==> config.mk <==
export PLATFORM = sky130hd
export DESIGN_NAME = crd_top
export DESIGN_NICKNAME = d
export VERILOG_FILES = /design/src/design/crd_pkg.sv /design/src/design/crd_top.sv /design/src/design/crd_addr_latch.sv
export SDC_FILE = /design/constraint.sdc
export NUM_CORES = 1
export LEC_CHECK = 0
export BUFFER_PORTS_ARGS = -buffer_cell sky130_fd_sc_hd__clkbuf_2
export CAP_MARGIN = 0
export CELL_PAD_IN_SITES_DETAIL_PLACEMENT = 1
export CELL_PAD_IN_SITES_GLOBAL_PLACEMENT = 1
export CORE_MARGIN = 10
export CORE_UTILIZATION = 38
export DETAILED_ROUTE_END_ITERATION = 8
export GPL_TIMING_DRIVEN = 1
export PLACE_DENSITY_LB_ADDON = 0.05
export SYNTH_ARGS = -nofsm -noshare
export SYNTH_HDL_FRONTEND = slang
export SYNTH_SLANG_ARGS = --single-unit
==> constraint.sdc <==
create_clock -name CLK_IN -period 2.6 [get_ports CLK_IN]
set_input_delay 0.26 -clock CLK_IN [delete_from_list [all_inputs] [get_ports CLK_IN]]
set_output_delay 0.26 -clock CLK_IN [all_outputs]
set_load 0.02 [all_outputs]
==> src/design/crd_pkg.sv <==
/*
 Package for the processor reset and address demultiplexer block: widths,
 timing counts, reset-source encoding and the carrier structs.
 Assumes a single 125 MHz system clock.
*/
`default_nettype none
package crd_pkg;
	localparam int CLK_PERIOD_PS = 8000;
	// processor input clock choices, in kHz
	localparam int FAST_RATE_KHZ = 9690;
	localparam int SLOW_RATE_KHZ = 4840;
	localparam int CLK_RATE_KHZ = 125000;
	// half period of the generated processor clock, in system cycles
	localparam int FAST_HALF_CYC = CLK_RATE_KHZ / (2 * FAST_RATE_KHZ);
	localparam int SLOW_HALF_CYC = CLK_RATE_KHZ / (2 * SLOW_RATE_KHZ);
	localparam int DIV_W = 4;
	localparam logic [DIV_W-1:0] FAST_HALF = DIV_W'(FAST_HALF_CYC - 1);
	localparam logic [DIV_W-1:0] SLOW_HALF = DIV_W'(SLOW_HALF_CYC - 1);
	// least width of the power-up board reset, in ms
	localparam int INIT_WIDTH_MS = 10;
	localparam int INIT_CYC = INIT_WIDTH_MS * (CLK_RATE_KHZ);
	localparam int INIT_W = 21;
	localparam int ADDR_W = 16;
	localparam int BYTE_W = 8;
	localparam logic [BYTE_W-1:0] BYTE_ZERO = 8'h00;
	localparam logic [ADDR_W-1:0] ADDR_ZERO = 16'h0000;

	typedef enum logic [1:0] {
		CRD_SRC_NONE,
		CRD_SRC_POWER,
		CRD_SRC_MANUAL,
		CRD_SRC_BUS
	} crd_src_t;

	// processor-side bus signals entering the block
	typedef struct packed {
		logic addr_strobe;
		logic read_n;
		logic write_n;
		logic [BYTE_W-1:0] high_addr;
		logic [BYTE_W-1:0] muxed_drive;
		logic muxed_oe_n;
	} crd_cpu_t;

	// unit resets fanned out over the board
	typedef struct packed {
		logic cpu_rst;
		logic pio_input_dir;
		logic sio_idle;
		logic busctl_rst;
	} crd_unit_rst_t;
endpackage : crd_pkg
`default_nettype wire

==> src/design/crd_top.sv <==
/*
 Processor section glue: processor clock generation with rate select,
 internal state enable, board reset from power-up, manual switch and the
 bus initialize line, and the demultiplexed 16-bit address bus.
 Assumes all pin inputs are synchronous to CLK_IN.
*/
`default_nettype none
module crd_top
	import crd_pkg::*;
#(
	parameter int INIT_CYCLES = INIT_CYC
) (
	// clock and reset
	input wire logic CLK_IN,
	input wire logic RSTN_IN,
	// reset sources and clock rate select
	input wire logic MANUAL_RST_N_IN,
	input wire logic INIT_N_IN,
	input wire logic FAST_SEL_IN,
	// processor bus
	input wire crd_pkg::crd_cpu_t CPU_IN,
	input wire logic [BYTE_W-1:0] MUXED_LOW_ADDR_DATA_IN,
	// processor clock and states
	output logic CPU_CLK_OUT,
	output logic STATE_EN_OUT,
	// address and data
	output logic [ADDR_W-1:0] ADDR_OUT,
	output logic [BYTE_W-1:0] DATA_RD_OUT,
	output logic [BYTE_W-1:0] MUXED_LOW_ADDR_DATA_OUT,
	output logic MUXED_LOW_ADDR_DATA_OE_N_OUT,
	// reset distribution
	output logic INIT_N_OUT,
	output logic INIT_N_OE_N_OUT,
	output crd_pkg::crd_unit_rst_t UNIT_RST_OUT,
	output crd_pkg::crd_src_t RST_SRC_OUT
);
	logic rst_s1_r;
	logic rst_n;
	logic [DIV_W-1:0] div_r;
	logic [DIV_W-1:0] div_lim;
	logic half_en;
	logic state_odd_r;
	logic [INIT_W-1:0] init_cnt_r;
	logic pwr_busy;
	logic manual_rst;
	logic bus_rst;
	logic init_own_r;
	logic board_rst_r;
	logic [BYTE_W-1:0] low_addr;
	logic capture;
	logic phase_data_r;
	crd_src_t src_nxt;

	always_ff @(posedge CLK_IN or negedge RSTN_IN) begin
		if (!RSTN_IN) begin
			rst_s1_r <= 1'b0;
			rst_n <= 1'b0;
		end else begin
			rst_s1_r <= 1'b1;
			rst_n <= rst_s1_r;
		end
	end

	assign div_lim = FAST_SEL_IN ? FAST_HALF : SLOW_HALF;
	// >= so a switch from slow to fast never waits for the counter to wrap
	assign half_en = (div_r >= div_lim);

	always_ff @(posedge CLK_IN or negedge rst_n) begin
		if (!rst_n) begin
			div_r <= '0;
			CPU_CLK_OUT <= 1'b0;
		end else if (half_en) begin
			div_r <= '0;
			CPU_CLK_OUT <= !CPU_CLK_OUT;
		end else begin
			div_r <= div_r + DIV_W'(1);
		end
	end

	// one state per two input periods: pulse on every second falling edge
	always_ff @(posedge CLK_IN or negedge rst_n) begin
		if (!rst_n) begin
			STATE_EN_OUT <= 1'b0;
			state_odd_r <= 1'b0;
		end else begin
			if (half_en && CPU_CLK_OUT) begin
				state_odd_r <= !state_odd_r;
			end
			STATE_EN_OUT <= half_en && CPU_CLK_OUT && state_odd_r;
		end
	end

	// power-up stretch: the count starts at zero after reset release
	always_ff @(posedge CLK_IN or negedge rst_n) begin
		if (!rst_n) begin
			init_cnt_r <= '0;
		end else if (pwr_busy) begin
			init_cnt_r <= init_cnt_r + INIT_W'(1);
		end
	end

	assign pwr_busy = (init_cnt_r < INIT_W'(INIT_CYCLES));
	assign manual_rst = !MANUAL_RST_N_IN;
	// only an external low counts, never our own drive echoed back
	assign bus_rst = !INIT_N_IN && !init_own_r;

	always_comb begin
		if (pwr_busy) begin
			src_nxt = CRD_SRC_POWER;
		end else if (manual_rst) begin
			src_nxt = CRD_SRC_MANUAL;
		end else if (bus_rst) begin
			src_nxt = CRD_SRC_BUS;
		end else begin
			src_nxt = CRD_SRC_NONE;
		end
	end

	always_ff @(posedge CLK_IN or negedge rst_n) begin
		if (!rst_n) begin
			board_rst_r <= 1'b1;
			init_own_r <= 1'b1;
			RST_SRC_OUT <= CRD_SRC_POWER;
			INIT_N_OUT <= 1'b0;
			INIT_N_OE_N_OUT <= 1'b0;
			UNIT_RST_OUT <= '1;
		end else begin
			board_rst_r <= src_nxt != CRD_SRC_NONE;
			init_own_r <= pwr_busy || manual_rst;
			RST_SRC_OUT <= src_nxt;
			INIT_N_OUT <= 1'b0;
			INIT_N_OE_N_OUT <= !(pwr_busy || manual_rst);
			UNIT_RST_OUT <= {4{board_rst_r}};
		end
	end

	crd_addr_latch u_latch (
		.clk_in(CLK_IN),
		.rst_n_in(rst_n),
		.strobe_in(CPU_IN.addr_strobe),
		.muxed_low_addr_data_in(MUXED_LOW_ADDR_DATA_IN),
		.low_addr_out(low_addr),
		.capture_out(capture)
	);

	// data phase opens at the capture and lasts until the next strobe or a board reset
	always_ff @(posedge CLK_IN or negedge rst_n) begin
		if (!rst_n) begin
			phase_data_r <= 1'b0;
		end else if (CPU_IN.addr_strobe || board_rst_r) begin
			phase_data_r <= 1'b0;
		end else if (capture) begin
			phase_data_r <= 1'b1;
		end
	end

	always_ff @(posedge CLK_IN or negedge rst_n) begin
		if (!rst_n) begin
			ADDR_OUT <= ADDR_ZERO;
			DATA_RD_OUT <= BYTE_ZERO;
			MUXED_LOW_ADDR_DATA_OUT <= BYTE_ZERO;
			MUXED_LOW_ADDR_DATA_OE_N_OUT <= 1'b1;
		end else begin
			ADDR_OUT <= {CPU_IN.high_addr, low_addr};
			if (phase_data_r && !CPU_IN.read_n) begin
				DATA_RD_OUT <= MUXED_LOW_ADDR_DATA_IN;
			end
			MUXED_LOW_ADDR_DATA_OUT <= CPU_IN.muxed_drive;
			// drive toward the pins only for a write in the data phase
			MUXED_LOW_ADDR_DATA_OE_N_OUT <= !(phase_data_r &&
				!CPU_IN.write_n && !CPU_IN.muxed_oe_n && !board_rst_r);
		end
	end
endmodule : crd_top
`default_nettype wire

==> src/design/crd_addr_latch.sv <==
/*
 Low address latch: captures the low address byte from the shared pins on
 the trailing edge of the address strobe and holds it until the next one.
 Assumes strobe and pins are synchronous to the system clock.
*/
`default_nettype none
module crd_addr_latch
	import crd_pkg::*;
(
	// clock and reset
	input wire logic clk_in,
	input wire logic rst_n_in,
	// capture side
	input wire logic strobe_in,
	input wire logic [BYTE_W-1:0] muxed_low_addr_data_in,
	// latched byte
	output logic [BYTE_W-1:0] low_addr_out,
	output logic capture_out
);
	logic strobe_r;
	logic [BYTE_W-1:0] data_r;
	logic fall;

	// pins are sampled one cycle late so the byte seen at the strobe's
	// last high cycle is the one kept
	always_ff @(posedge clk_in or negedge rst_n_in) begin
		if (!rst_n_in) begin
			strobe_r <= 1'b0;
			data_r <= BYTE_ZERO;
		end else begin
			strobe_r <= strobe_in;
			data_r <= muxed_low_addr_data_in;
		end
	end

	assign fall = strobe_r && !strobe_in;

	always_ff @(posedge clk_in or negedge rst_n_in) begin
		if (!rst_n_in) begin
			low_addr_out <= BYTE_ZERO;
			capture_out <= 1'b0;
		end else begin
			capture_out <= fall;
			if (fall) begin
				low_addr_out <= data_r;
			end
		end
	end
endmodule : crd_addr_latch
`default_nettype wire

* Yosys cells after proc, flatten, opt, wreduce, memory -nomap -nowiden *
Index checks and enable logic that the tools add are counted.

storage, ports and cells
  bits of input ports = 33
  flip-flop bits (word level) = 88
  logic and storage cells = 56

operators by class
  $lt $le $gt $ge = 2
  mux-type cells = 7
  add/sub/neg operators = 2
  reduce and logical (&&, ||, !) cells = 24

operators by type and width
  cell                                                             count
  21-bit by 1-bit adder with 21-bit output, second input constant  1
  21-bit less-than comparator, second input constant               1
  1-bit zero test                                                  12
  1-bit logical AND                                                8
  4-bit two-way mux                                                2
  2-bit two-way mux                                                3
  4-bit by 1-bit adder with 4-bit output, second input constant    1
  4-bit >= comparator                                              1
  2-bit nonzero test                                               2
  1-bit logical OR                                                 2
  1-bit two-way mux                                                2

* Longest topological paths before layout *
Gate-level depths: netlist (run 1).

  depth after elaboration = 6
  depth in mapped cells = 6
  depth with buffers taken out = 6

* Hierarchy *
Synthesis (run 1) repeated with hierarchy kept, for this count alone.

unflattened totals
  cells, all modules = 224
  area total of the unflattened synthesis = 3300.7 um^2

by module, submodules not included
  module          area each (um^2)  times used  cells an instance  sequential area each (um^2)
  crd_top         2696.3            1           196                1757.9
  crd_addr_latch  604.3             1           28                 450.4

* Worst setup path before layout (run 1) *
No wires, ideal clock.

  kind = reg-to-reg
  from = register init_cnt_r[13]
  to = register init_cnt_r[1]
  clock period less this slack = 1.976 ns
  buffers on the path = 0
  slack = 0.624 ns
  stages on the path, launching flop included = 6
  arrival time = 1.851 ns
  cell sequence = dfrtp_1 > or4_4 > nor2_1 > nand2_1 > nand2_2 > mux2_4

on the way
  cells in the longest elaborated chain, start to end = 1

ends and longest elaborated chain
  item                         line            text
  start: declaration           crd_top.sv:43   logic [INIT_W-1:0] init_cnt_r;
  start signal: assignment     crd_top.sv:98   init_cnt_r <= init_cnt_r + INIT_W'(1);
  21-bit less-than comparator  crd_top.sv:102  assign pwr_busy = (init_cnt_r < INIT_W'(INIT_CYCLES));

Every way passes these cells.
A chain may end at the register's enable or synchronous reset.

* Final worst setup path (run 1) *
Ends and elaborated chain as after synthesis.

==> qor.yml, run 1 <==
run_status:
  run_status: "finished clean"
sta:
  layout_min_cycle_time_ps: 2210
  final_max_slew_viol_count: 0
  period_share: 0.848
  postLayoutSetupSlackWorst_ps: 394
  clock-skew-final_ps: 6.79
  finalSetupTns_ps: 0
  clock.fmax_ghz: 0.453
  relative_slew_slack: 0.458
  rsz0062_at_grt: "false"
  report.final.setup_viol: 0
  timing_worst_slew_pin_value_ps: 812
  hold_violations: 0
floorplan:
  die_y_um: 112
  die_outline_area_mm2: 0.0125
  num_io_pins: 76
  num_rows: 33
  initial_utilization: 0.390
  die-width_um: 112
  placeableCoreArea_mm2: 0.00818
route:
  drt-initial-drc-count: 45
  wl_per_cell_um: 15.8
  met2RoutedLength_um: 3440
  total_vias_in_the_final_route: 1994
  drt-pass1-iter-count: 4
  detailroute.wirelength.met3_um: 356
  vias_per_cell: 4.69
  met1Wirelength_um: 2860
  postRouteAntennaNets: 0
  drt_drc_violations_left: 0
  maxUsedRoutingLayer: "met4"
  postRouteWirelength_um: 6710
placed_design:
  place_inst: 393
  routabilityCongestion: 0.783
  pre_cts_slack_ps: 390
  dp.final_hpwl_um: 4810
  buffer_ports.inserted: 74
logic_synthesis:
  netlist.area_leader.share: 0.651
  top_ff_cell_synth: "sky130_fd_sc_hd__dfrtp_1"
  netlist_instances: 219
  yosys_register_bits: 88
  post_synth_main_area_contributors: "sky130_fd_sc_hd__dfrtp_1 65%, sky130_fd_sc_hd__mux2_2 6.0%, sky130_fd_sc_hd__xnor2_1 5.2%, sky130_fd_sc_hd__dfstp_2 4.1%, sky130_fd_sc_hd__nand3_1 2.2%"
  syn_area_mm2: 0.00319
  synth_area_per_cell_um2: 14.6
  synth_async_reset_ratio: 1.00
  syn_nets: 257
  synth-edff-count: 0
  synth-warning-count: 0
  ys_types: 36
  ys_seq_area_frac: 0.693
  synth.largest_area_cell: "sky130_fd_sc_hd__dfrtp_1"
finish:
  post_route_cells_drive_above_1_share: 0.394
  final_core_utilization: 0.491
  num-fill-cells: 861
  area.sequential_mm2: 0.00221
  num-nets-final: 353
  layout_common_cells: "82 x sky130_fd_sc_hd__dfrtp_1, 74 x sky130_fd_sc_hd__clkbuf_2, 19 x sky130_fd_sc_hd__xnor2_1"
  leading_cell_type_in_the_layout_fill_and_taps_excluded: "sky130_fd_sc_hd__dfrtp_1"
  area.growth.synth_to_final_pct: 25.8
  multiInputGateArea_um2: 916
  antennaDiodeCount: 0
  finish.cell_count_without_fillers: 425
global_routing:
  first_pass_grt_wire_length_um: 11400
  grt_start_max_net_pins: 48
  globalRouteTotalUtil: 0.113
  grt_overflow: 0
  antenna_found_initial: 0
  grt_pass1_vias: 2189
cts:
  worst_setup_hold_path_clk_slew_ps: 90
  tritoncts: "built"
  cts.root.buffer_cell: "sky130_fd_sc_hd__clkbuf_8"
  cts_max_path_buffers: 2
  clkLatencyLatePin_ps: 350
  tritoncts_buffer_count: 9
  tritoncts_num_sinks: 88
  cts_htree_levels: 3
worst_setup_path:
  cp_max_fo: 14
  worst_ep_arrival_time_ps: 2440
  cp_slowest_stage_delay_ps: 550
  setup.worst_path.start_class: "flip-flop"
  critical_path.slowest_cell: "sky130_fd_sc_hd__or4_4"
  cp_cell_sequence: "or4_4 > o221a_4 > a21oi_4 > nand2_2 > mux2_4"
  crit_required_ps: 2840
  setup.worst_path.class: "reg2reg"
  crit_path_end_kind: "flip-flop"
power_and_ir_drop:
  leakage_nw: 1.98
  p_clk_frac: 0.310
  comb_power_share: 0.129
  share_of_power_burned_in_registers: 0.560
  ir_drop_worst_vdd_v: 0.000252
  swShare: 0.279
  netSwitchingPower_w: 0.000775
  p_int_w: 0.00200
  power-per-cell-area_mw_per_mm2: 693
run:
  drv_cap: 0
worst_hold_path:
  min_path_type: "in2reg"
[registers in the layout, summed over array words and instances (netlist names)]
name and flops:
u_latch.capture_out 1, MUXED_LOW_ADDR_DATA_OUT 8, CPU_CLK_OUT 1, rst_s1_r 1
UNIT_RST_OUT 1, INIT_N_OE_N_OUT 1, div_r 4, MUXED_LOW_ADDR_DATA_OE_N_OUT 1
ADDR_OUT 16, u_latch.low_addr_out 8, rst_n 1, state_odd_r 1
STATE_EN_OUT 1, DATA_RD_OUT 8, board_rst_r 1, init_cnt_r 21
phase_data_r 1, RST_SRC_OUT 2, u_latch.data_r 8, init_own_r 1
u_latch.strobe_r 1
[what timing repair did]
| action | in CTS | in global routing |
|---|---|---|
| buffers inserted | 0 | 0 |
| gates resized for setup | 0 | 0 |
| hold buffers | 15 | 1 |
| hold endpoints to repair | 16 | 1 |
[layout make-up]
| class | instances | area share |
|---|---|---|
| sequential | 88 | 0.551 |
| multi-input combinational | 120 | 0.228 |
| timing repair buffer | 92 | 0.139 |
| tap | 105 | 0.0328 |
| clock buffer | 9 | 0.0309 |
| clock inverter | 7 | 0.0137 |
| inverter | 4 | 0.00374 |
[critical path, delay by kind of cell (launching register included)]
family             cells  cell delay, ps
DFF                    1             420
AOI/OAI and AO/OA      2             610
and+or+nand+nor        2             740
muxes                  1             330
[per-stage QoR]
| step | hold slack (ps) | power [W] | cell area [µm²] |
|---|---|---|---|
| after global placement | 44.7 | 0.00192 | 3670 |
| after global routing | 0.0809 | 0.00296 | 4010 |
| final | 21.5 | 0.00278 | 4010 |
| after detailed placement | 48.2 | 0.00194 | 3670 |
| after CTS | 2.06 | 0.00284 | 4000 |
| after floorplan | -35.6 | 0.00180 | 3190 |
[Yosys cell counts, types with 2 or more instances]
cell                       count
sky130_fd_sc_hd__xor2_1        3
sky130_fd_sc_hd__buf_4         4
sky130_fd_sc_hd__xnor2_1      19
sky130_fd_sc_hd__nand2_1       9
sky130_fd_sc_hd__nand4_1       5
sky130_fd_sc_hd__nor2_1        8
sky130_fd_sc_hd__nor3_1        5
sky130_fd_sc_hd__clkbuf_1      2
sky130_fd_sc_hd__and3_1        7
sky130_fd_sc_hd__conb_1        2
sky130_fd_sc_hd__dfstp_2       5
sky130_fd_sc_hd__nor2b_1       2
sky130_fd_sc_hd__a21o_1        3
sky130_fd_sc_hd__ha_1          5
sky130_fd_sc_hd__inv_1         4
sky130_fd_sc_hd__mux2_2       17
sky130_fd_sc_hd__and3_2        2
sky130_fd_sc_hd__dfrtp_1      83
sky130_fd_sc_hd__or4b_2        2
sky130_fd_sc_hd__nand3_1      14
sky130_fd_sc_hd__and2_1        3
[worst paths after layout]
kind	start	end	slack [ps]	depth (start not counted)
hold / removal	CPU_IN[4]	MUXED_LOW_ADDR_DATA_OUT[3]	20	1
hold reg to reg	rst_n	u_latch.data_r[1]	320	0
min in group asynchronous	RSTN_IN	rst_n	220	2
max in group asynchronous	rst_n	init_own_r	1580	1
setup reg to reg	init_cnt_r[13]	init_cnt_r[1]	390	5
setup / recovery	init_cnt_r[13]	init_cnt_r[1]	390	5
[power by group through the flow]
| stage | registers, W | logic [W] | clock network (W) |
|---|---|---|---|
| final | 0.00156 | 0.000359 | 0.000863 |
| after global routing | 0.00158 | 0.000408 | 0.000967 |
| after CTS | 0.00156 | 0.000372 | 0.000905 |
| after detailed placement | 0.00159 | 0.000353 | 0 |
| after global placement | 0.00159 | 0.000334 | 0 |
| after floorplan | 0.00164 | 0.000155 | 0 |
[cells by family after synthesis]
| logic type | share of synthesized area |
|---|---|
| AO/OA/AOI/OAI | 0.0310 |
| XOR/XNOR | 0.0604 |
| adder cells (fa/ha/maj) | 0.0196 |
| buffers and inverters | 0.0200 |
| flip-flops | 0.693 |
| multiplexers | 0.0648 |
| other | 0.00236 |
| AND/OR/NAND/NOR | 0.109 |
[per-layer routing]
metal	up-vias	track usage
met2	48	0.184
met3	6	0.0408
li1	939	-
met5	-	0
met1	1001	0.134
met4	0	0.0386
Power figures use the tool's default switching activity.
==> run 2: changes to the inputs <==
Clock period 2.6 ns to 1.8 ns, I/O delays scaled along.
==> run 2 against run 1 <==
  * Register-to-register slack got worse by 610 ps
  * Maximum frequency rose by 9.7%
  * Worst setup slack worse by 610 ps
  * Largest cell class unchanged
  * The run now ends with setup timing left
  * Wire length grew 4.4%
  * Design area is 14% higher
  * Final cell count up 9.6%
  * Critical path depth increased by 1
  * Critical endpoint is now init_cnt_r[18]
==> qor.yml, run 2 (synthesis gave the netlist of run 1 again) <==
run_status:
  run_status: "finished with violations"
  failed_checks: "setup timing"
power_and_ir_drop:
  swShare: 0.255  # -0.0239
  netSwitchingPower_w: 0.00111  # +43%
  share_of_power_burned_in_registers: 0.517  # -0.043
  ir_drop_worst_vdd_v: 0.000410  # +63%
  power-per-cell-area_mw_per_mm2: 955  # +38%
  leakage_nw: 2.23  # +13%
  comb_power_share: 0.127  # -0.002
  p_int_w: 0.00324  # +62%
  p_clk_frac: 0.357  # +0.047
worst_setup_path:
  setup.worst_path.start_class: "flip-flop"
  reg2reg_slack_ps: -210  # -610 ps
  setup.worst_path.class: "reg2reg"
  critPathTopFamily: "simple AND/OR/NAND/NOR gates"
  crit_path_end_kind: "flip-flop"
  timing.reg2reg.worst_path_depth: 6  # +1
  worst_ep_arrival_time_ps: 2260  # -180 ps
  cp_slowest_stage_delay_ps: 540  # about the same
  timing.critical_path.buf_inv: 1  # +1
  worstReg2RegEnd: "init_cnt_r[18]"
  cp_num_cells: 6  # +1
  critical_path.slowest_cell: "sky130_fd_sc_hd__or4_4"
  cp_max_fo: 8  # -6
  cp_cell_sequence: "or4_4 > o221a_4 > a21oi_4 > buf_6 > nand4_1 > xnor2_1"
  crit-reg2reg-launch: "init_cnt_r[13]"
  crit_required_ps: 2040  # -800 ps
finish:
  largest_register_ffs: 21  # unchanged
  leading_cell_type_in_the_layout_fill_and_taps_excluded: "sky130_fd_sc_hd__dfrtp_1"
  reg_top3: "init_cnt_r: 21 flops, ADDR_OUT: 16 flops"
  area.growth.synth_to_final_pct: 42.9
  post_route_cells_drive_above_1_share: 0.485  # +0.0910
  finish.cell_count_without_fillers: 466  # +9.6%
  num-nets-final: 394  # +12%
  regMostFlops: "init_cnt_r"
  antennaDiodeCount: 0  # unchanged
  layout_common_cells: "82 x sky130_fd_sc_hd__dfrtp_1, 74 x sky130_fd_sc_hd__clkbuf_2, 29 x sky130_fd_sc_hd__dlygate4sd3_1"
sta:
  clock.fmax_ghz: 0.497  # +9.7%
  hold-worst-slack_ps: 64.7  # +43.1 ps
  period_share: 1.12  # +0.269
  clock-skew-final_ps: 8.22  # +1.43 ps
  hold_violations: 0  # unchanged
  finalSetupTns_ps: -3530  # -3530 ps
  final_max_slew_viol_count: 0  # unchanged
  report.final.setup_viol: 26  # +26
  rsz0062_at_grt: "true"
  postLayoutSetupSlackWorst_ps: -211  # -606 ps
  layout_min_cycle_time_ps: 2010  # -194 ps
cts:
  cts_max_path_buffers: 2  # unchanged
  worst_setup_hold_path_clk_slew_ps: 90  # about the same
  clkLatencyLatePin_ps: 350  # about the same
  cts_htree_levels: 3  # unchanged
  tritoncts_buffer_count: 9  # unchanged
  cts.root.buffer_cell: "sky130_fd_sc_hd__clkbuf_8"
  tritoncts_num_sinks: 88  # unchanged
  tritoncts: "built"
floorplan:
  initial_utilization: 0.390  # unchanged
  num_rows: 33  # unchanged
  die-width_um: 112  # unchanged
  num_io_pins: 76  # unchanged
  die_y_um: 112  # unchanged
  placeableCoreArea_mm2: 0.00818  # unchanged
  die_outline_area_mm2: 0.0125  # unchanged
route:
  vias_per_cell: 4.58  # -2.5%
  postRouteWirelength_um: 7010  # +4.4%
  drt-pass1-iter-count: 4  # unchanged
  total_vias_in_the_final_route: 2132  # +6.9%
  drt-initial-drc-count: 41  # -8.9%
  postRouteAntennaNets: 0  # unchanged
  wl_per_cell_um: 15.0  # -4.8%
  drt_drc_violations_left: 0  # unchanged
placed_design:
  buffer_ports.inserted: 74  # unchanged
  dp.final_hpwl_um: 5210  # +8.2%
  routabilityCongestion: 0.757  # -3.4%
  place_inst: 418  # +6.4%
global_routing:
  globalRouteTotalUtil: 0.118  # +0.00550
  grt_start_max_net_pins: 39  # -19%
  grt_overflow: 0  # unchanged
  first_pass_grt_wire_length_um: 11900  # +4.1%
  grt_pass1_vias: 2350  # +7.4%
  antenna_found_initial: 0  # unchanged
run:
  drv_cap: 0  # unchanged
worst_hold_path:
  min_path_type: "in2reg"
  whs_endpoint: "RST_SRC_OUT[0]"
  hold_path_startpoint: "INIT_N_IN"
  worstHoldPathCells: 4  # +3
## run 2: changes by cell type in the layout (fill, tap and decap cells not counted), moves of 4 or more
cell	previous run	this run
sky130_fd_sc_hd__nand2_1	9	5
sky130_fd_sc_hd__buf_6	0	5
sky130_fd_sc_hd__nand3_2	0	6
sky130_fd_sc_hd__nand3_1	14	5
sky130_fd_sc_hd__dlygate4sd3_1	16	29
sky130_fd_sc_hd__buf_4	1	24
sky130_fd_sc_hd__nand2_2	1	5
## run 2: cell type report
class	count	area (µm²)
clock buffers	10	138
clock inverters	6	103
fillers	828	3620
inverters	4	15.0
multi-input cells	120	1040
flip-flops and latches	88	2210
well taps	105	131
repair buffers	133	917
## run 2: worst max path at each step
stage,endpoint,start
2_1_floorplan,init_cnt_r[1],init_cnt_r[13]
3_3_place_gp,init_cnt_r[18],init_cnt_r[13]
3_5_place_dp,init_cnt_r[1],init_cnt_r[13]
4_1_cts,init_cnt_r[7],init_cnt_r[13]
5_1_grt,init_cnt_r[18],init_cnt_r[13]
6_report,init_cnt_r[18],init_cnt_r[13]
## run 2: per-layer routing
layer | up-vias | global-route usage | wire length [µm]
li1 | 1010 | - | -
met1 | 1064 | 0.136 | 2890
met2 | 52 | 0.195 | 3600
met3 | 6 | 0.0494 | 438
met4 | 0 | 0.0411 | 77
met5 | - | 0 | 0
## run 2: repair_timing
action / in CTS / in global routing
resized for setup: 13 / 11
hold buffers: 27 / 2
endpoints found under the hold margin: 28 / 1
endpoints found under the setup margin: 26 / 26
pin swaps: 10 / 6
buffers inserted: 2 / 1
## run 2: per-stage QoR
stage	total power (W)	instance area (µm²)	worst slack, ps	utilization
4_1_cts	0.00443	4470	-203	0.546
5_1_grt	0.00460	4550	-306	0.557
6_report	0.00435	4550	-211	0.557
3_3_place_gp	0.00277	3890	-156	0.476
2_1_floorplan	0.00259	3220	-123	-
3_5_place_dp	0.00280	3890	-209	0.476
## run 2: worst min-delay path: cells and delay by family
family | cells | cell delay [ps]
AND/OR/NAND/NOR | 3 | 150
buffers and inverters | 1 | 90
## run 2: power by group through the flow
stage / registers, W / clock network, W / logic [W]
finish: 0.00225 / 0.00155 / 0.000551
global route: 0.00227 / 0.00171 / 0.000624
CTS: 0.00225 / 0.00161 / 0.000566
detailed placement: 0.00229 / 0 / 0.000513
global placement: 0.00228 / 0 / 0.000495
floorplan: 0.00237 / 0 / 0.000223
==> run 3: changes to the inputs <==
Settings changed: BUFFER_PORTS_ARGS -buffer_cell sky130_fd_sc_hd__clkbuf_2 to default, CORE_UTILIZATION 38 to 45, DONT_BUFFER_PORTS from default to 1, RECOVER_POWER from default to 50.
==> run 3 against run 2 <==
  * The run still ends with setup timing left
  * Register-to-register slack barely moved
  * Sequential cell count unchanged
  * Non-clock buffer count shrank 73
  * Final cell count is 18% lower
  * Clock-buffer cell count did not move
  * Power shrank 8.1%
  * Sequential share of layout area grew 4.4 points
  * Design area fell by 8.4%
  * Largest cell class unchanged
==> qor.yml, run 3 (synthesis gave the netlist of run 1 again) <==
route:
  wl_per_cell_um: 20.4  # +36%
  drt-pass1-iter-count: 4  # unchanged
  vias_per_cell: 5.03  # +10%
  postRouteAntennaNets: 0  # unchanged
  postRouteWirelength_um: 7840  # +12%
  drt_drc_violations_left: 0  # unchanged
  drt-initial-drc-count: 36  # -12%
  total_vias_in_the_final_route: 1932  # -9.4%
cts:
  tritoncts_num_sinks: 88  # unchanged
  clkLatencyLatePin_ps: 350  # about the same
  tritoncts: "built"
  cts_htree_levels: 3  # unchanged
  cts.root.buffer_cell: "sky130_fd_sc_hd__clkbuf_8"
  worst_setup_hold_path_clk_slew_ps: 90  # about the same
  cts_max_path_buffers: 2  # unchanged
  tritoncts_buffer_count: 9  # unchanged
floorplan:
  placeableCoreArea_mm2: 0.00683  # -16%
  num_io_pins: 76  # unchanged
  die_outline_area_mm2: 0.0109  # -13%
  initial_utilization: 0.467  # +0.0767
  die-width_um: 104  # -6.7%
  num_rows: 30  # -9.1%
  die_y_um: 104  # -6.7%
placed_design:
  routabilityCongestion: 0.818  # +8.1%
  dp.final_hpwl_um: 4850  # -6.8%
  placed_area_mm2: 0.00350  # -10%
  buffer_ports.inserted: 0  # -100%
finish:
  design_area_mm2: 0.00417  # -8.4%
  final_core_utilization: 0.610  # +0.0534
  leading_cell_type_in_the_layout_fill_and_taps_excluded: "sky130_fd_sc_hd__dfrtp_1"
  multiInputGateArea_mm2: 0.00108  # +3.6%
  num-fill-cells: 646  # -22%
  area.sequential_mm2: 0.00221  # -0.17%
  regMostFlops: "init_cnt_r"
  layout_common_cells: "83 x sky130_fd_sc_hd__dfrtp_1, 30 x sky130_fd_sc_hd__dlygate4sd3_1, 19 x sky130_fd_sc_hd__buf_4"
  largest_register_ffs: 21  # unchanged
  num-nets-final: 321  # -19%
  area.growth.synth_to_final_pct: 30.8
  reg_top3: "init_cnt_r: 21 flops, ADDR_OUT: 16 flops"
  post_route_cells_drive_above_1_share: 0.340  # -0.144
  antennaDiodeCount: 0  # unchanged
worst_setup_path:
  timing.reg2reg.worst_path_depth: 7  # +1
  reg2reg_slack_ps: -220  # about the same
  setup.worst_path.start_class: "flip-flop"
  worstReg2RegEnd: "init_cnt_r[18]"
  cp_max_fo: 7  # -1
  crit_path_end_kind: "flip-flop"
  crit_required_ps: 2040  # about the same
  worst_ep_arrival_time_ps: 2260  # about the same
  crit-reg2reg-launch: "init_cnt_r[15]"
  setup.worst_path.class: "reg2reg"
global_routing:
  globalRouteTotalUtil: 0.147  # +0.0284
  antenna_found_initial: 0  # unchanged
  first_pass_grt_wire_length_um: 12700  # +6.8%
  grt_start_max_net_pins: 56  # +44%
  grt_overflow: 0  # unchanged
  grt_pass1_vias: 2204  # -6.2%
power_and_ir_drop:
  ir_drop_worst_vdd_v: 0.000497  # +21%
  share_of_power_burned_in_registers: 0.592  # +0.075
  p_clk_frac: 0.313  # -0.044
  power-per-cell-area_mw_per_mm2: 958  # +0.32%
  leakage_nw: 1.93  # -13%
  comb_power_share: 0.095  # -0.032
  p_int_w: 0.00285  # -12%
  swShare: 0.286  # +0.0311
  netSwitchingPower_w: 0.00114  # +3.1%
  total_power_after_layout_w: 0.00400  # -8.1%
sta:
  rsz0062_at_grt: "true"
  clock.fmax_ghz: 0.495  # -0.51%
  clock-skew-final_ps: 7.89  # -0.330 ps
  postLayoutSetupSlackWorst_ps: -222  # -10.3 ps
  timing_worst_slew_pin_value_ps: 1180
  relative_slew_slack: 0.214
  layout_min_cycle_time_ps: 2020  # +10.3 ps
  period_share: 1.12  # +0.00575
  final_max_slew_viol_count: 0  # unchanged
  hold_violations: 0  # unchanged
  report.final.setup_viol: 26  # unchanged
  hold-worst-slack_ps: 47.8  # -16.8 ps
run:
  drv_cap: 0  # unchanged
worst_hold_path:
  min_path_type: "in2async"
run_status:
  run_status: "finished with violations"
  failed_checks: "setup timing"
-- run 3: cell types whose count changed in the layout (fill, tap and decap cells not counted), moves of 3 or more --
cell                       before  now
sky130_fd_sc_hd__buf_4         24   19
sky130_fd_sc_hd__buf_6          5    8
sky130_fd_sc_hd__clkbuf_2      74    0
sky130_fd_sc_hd__nand2_2        5    1
sky130_fd_sc_hd__nand3_1        5    2
sky130_fd_sc_hd__xnor2_1       18   14
sky130_fd_sc_hd__xnor2_2        1    5
-- run 3: layout make-up --
type | instances | share of cell area
Clock buffer | 10 | 0.0306
Sequential cell | 88 | 0.530
Timing Repair Buffer | 60 | 0.137
Inverter | 4 | 0.00360
Multi-Input combinational cell | 120 | 0.258
Tap cell | 96 | 0.0288
Clock inverter | 6 | 0.0126
-- run 3: worst max path at each step --
stage | from | endpoint | slack (ps)
3_5_place_dp | init_cnt_r[13] | init_cnt_r[1] | -180
6_report | init_cnt_r[15] | init_cnt_r[18] | -220
5_1_grt | init_cnt_r[15] | init_cnt_r[18] | -270
3_3_place_gp | init_cnt_r[13] | init_cnt_r[1] | -100
4_1_cts | init_cnt_r[13] | init_cnt_r[1] | -170
2_1_floorplan | init_cnt_r[13] | init_cnt_r[1] | -120
-- run 3: layer usage --
layer / vias up / track usage / share of wire
li1: 873 / - / -
met5: - / 0 / 0
met1: 988 / 0.163 / 0.38
met2: 64 / 0.254 / 0.54
met4: 0 / 0.0447 / 0.0077
met3: 7 / 0.0545 / 0.068
-- run 3: timing repair --
item                                    CTS  global route
gates cloned                              0             0
pin swaps                                 7            10
resized for setup                        11            20
endpoints found under the setup margin   26            26
setup buffers                             2             3
hold buffers                             30             0
endpoints found under the hold margin    40             0
-- run 3: metrics by stage --
stage / setup TNS, ps / worst slack [ps] / std cells
6_report: -3950 / -222 / 384
3_5_place_dp: -2850 / -177 / 334
4_1_cts: -3110 / -174 / 381
2_1_floorplan: -1240 / -123 / 219
3_3_place_gp: -1380 / -104 / 334
5_1_grt: -10980 / -272 / 384
-- run 3: critical path, stage by stage (launching register included) --
cell and delay (ps):
sky130_fd_sc_hd__dfrtp_1 390, sky130_fd_sc_hd__or4_4 550, sky130_fd_sc_hd__o221a_4 320, sky130_fd_sc_hd__a21oi_4 140, sky130_fd_sc_hd__buf_12 140, sky130_fd_sc_hd__buf_6 90, sky130_fd_sc_hd__nand4_1 120, sky130_fd_sc_hd__xnor2_1 170
-- run 3: power by group through the flow --
stage | Clock [W] | Combinational (W) | Sequential [W]
2_1_floorplan | 0 | 0.000223 | 0.00237
3_3_place_gp | 0 | 0.000270 | 0.00239
3_5_place_dp | 0 | 0.000302 | 0.00240
4_1_cts | 0.00127 | 0.000362 | 0.00236
5_1_grt | 0.00140 | 0.000433 | 0.00239
6_report | 0.00125 | 0.000379 | 0.00237
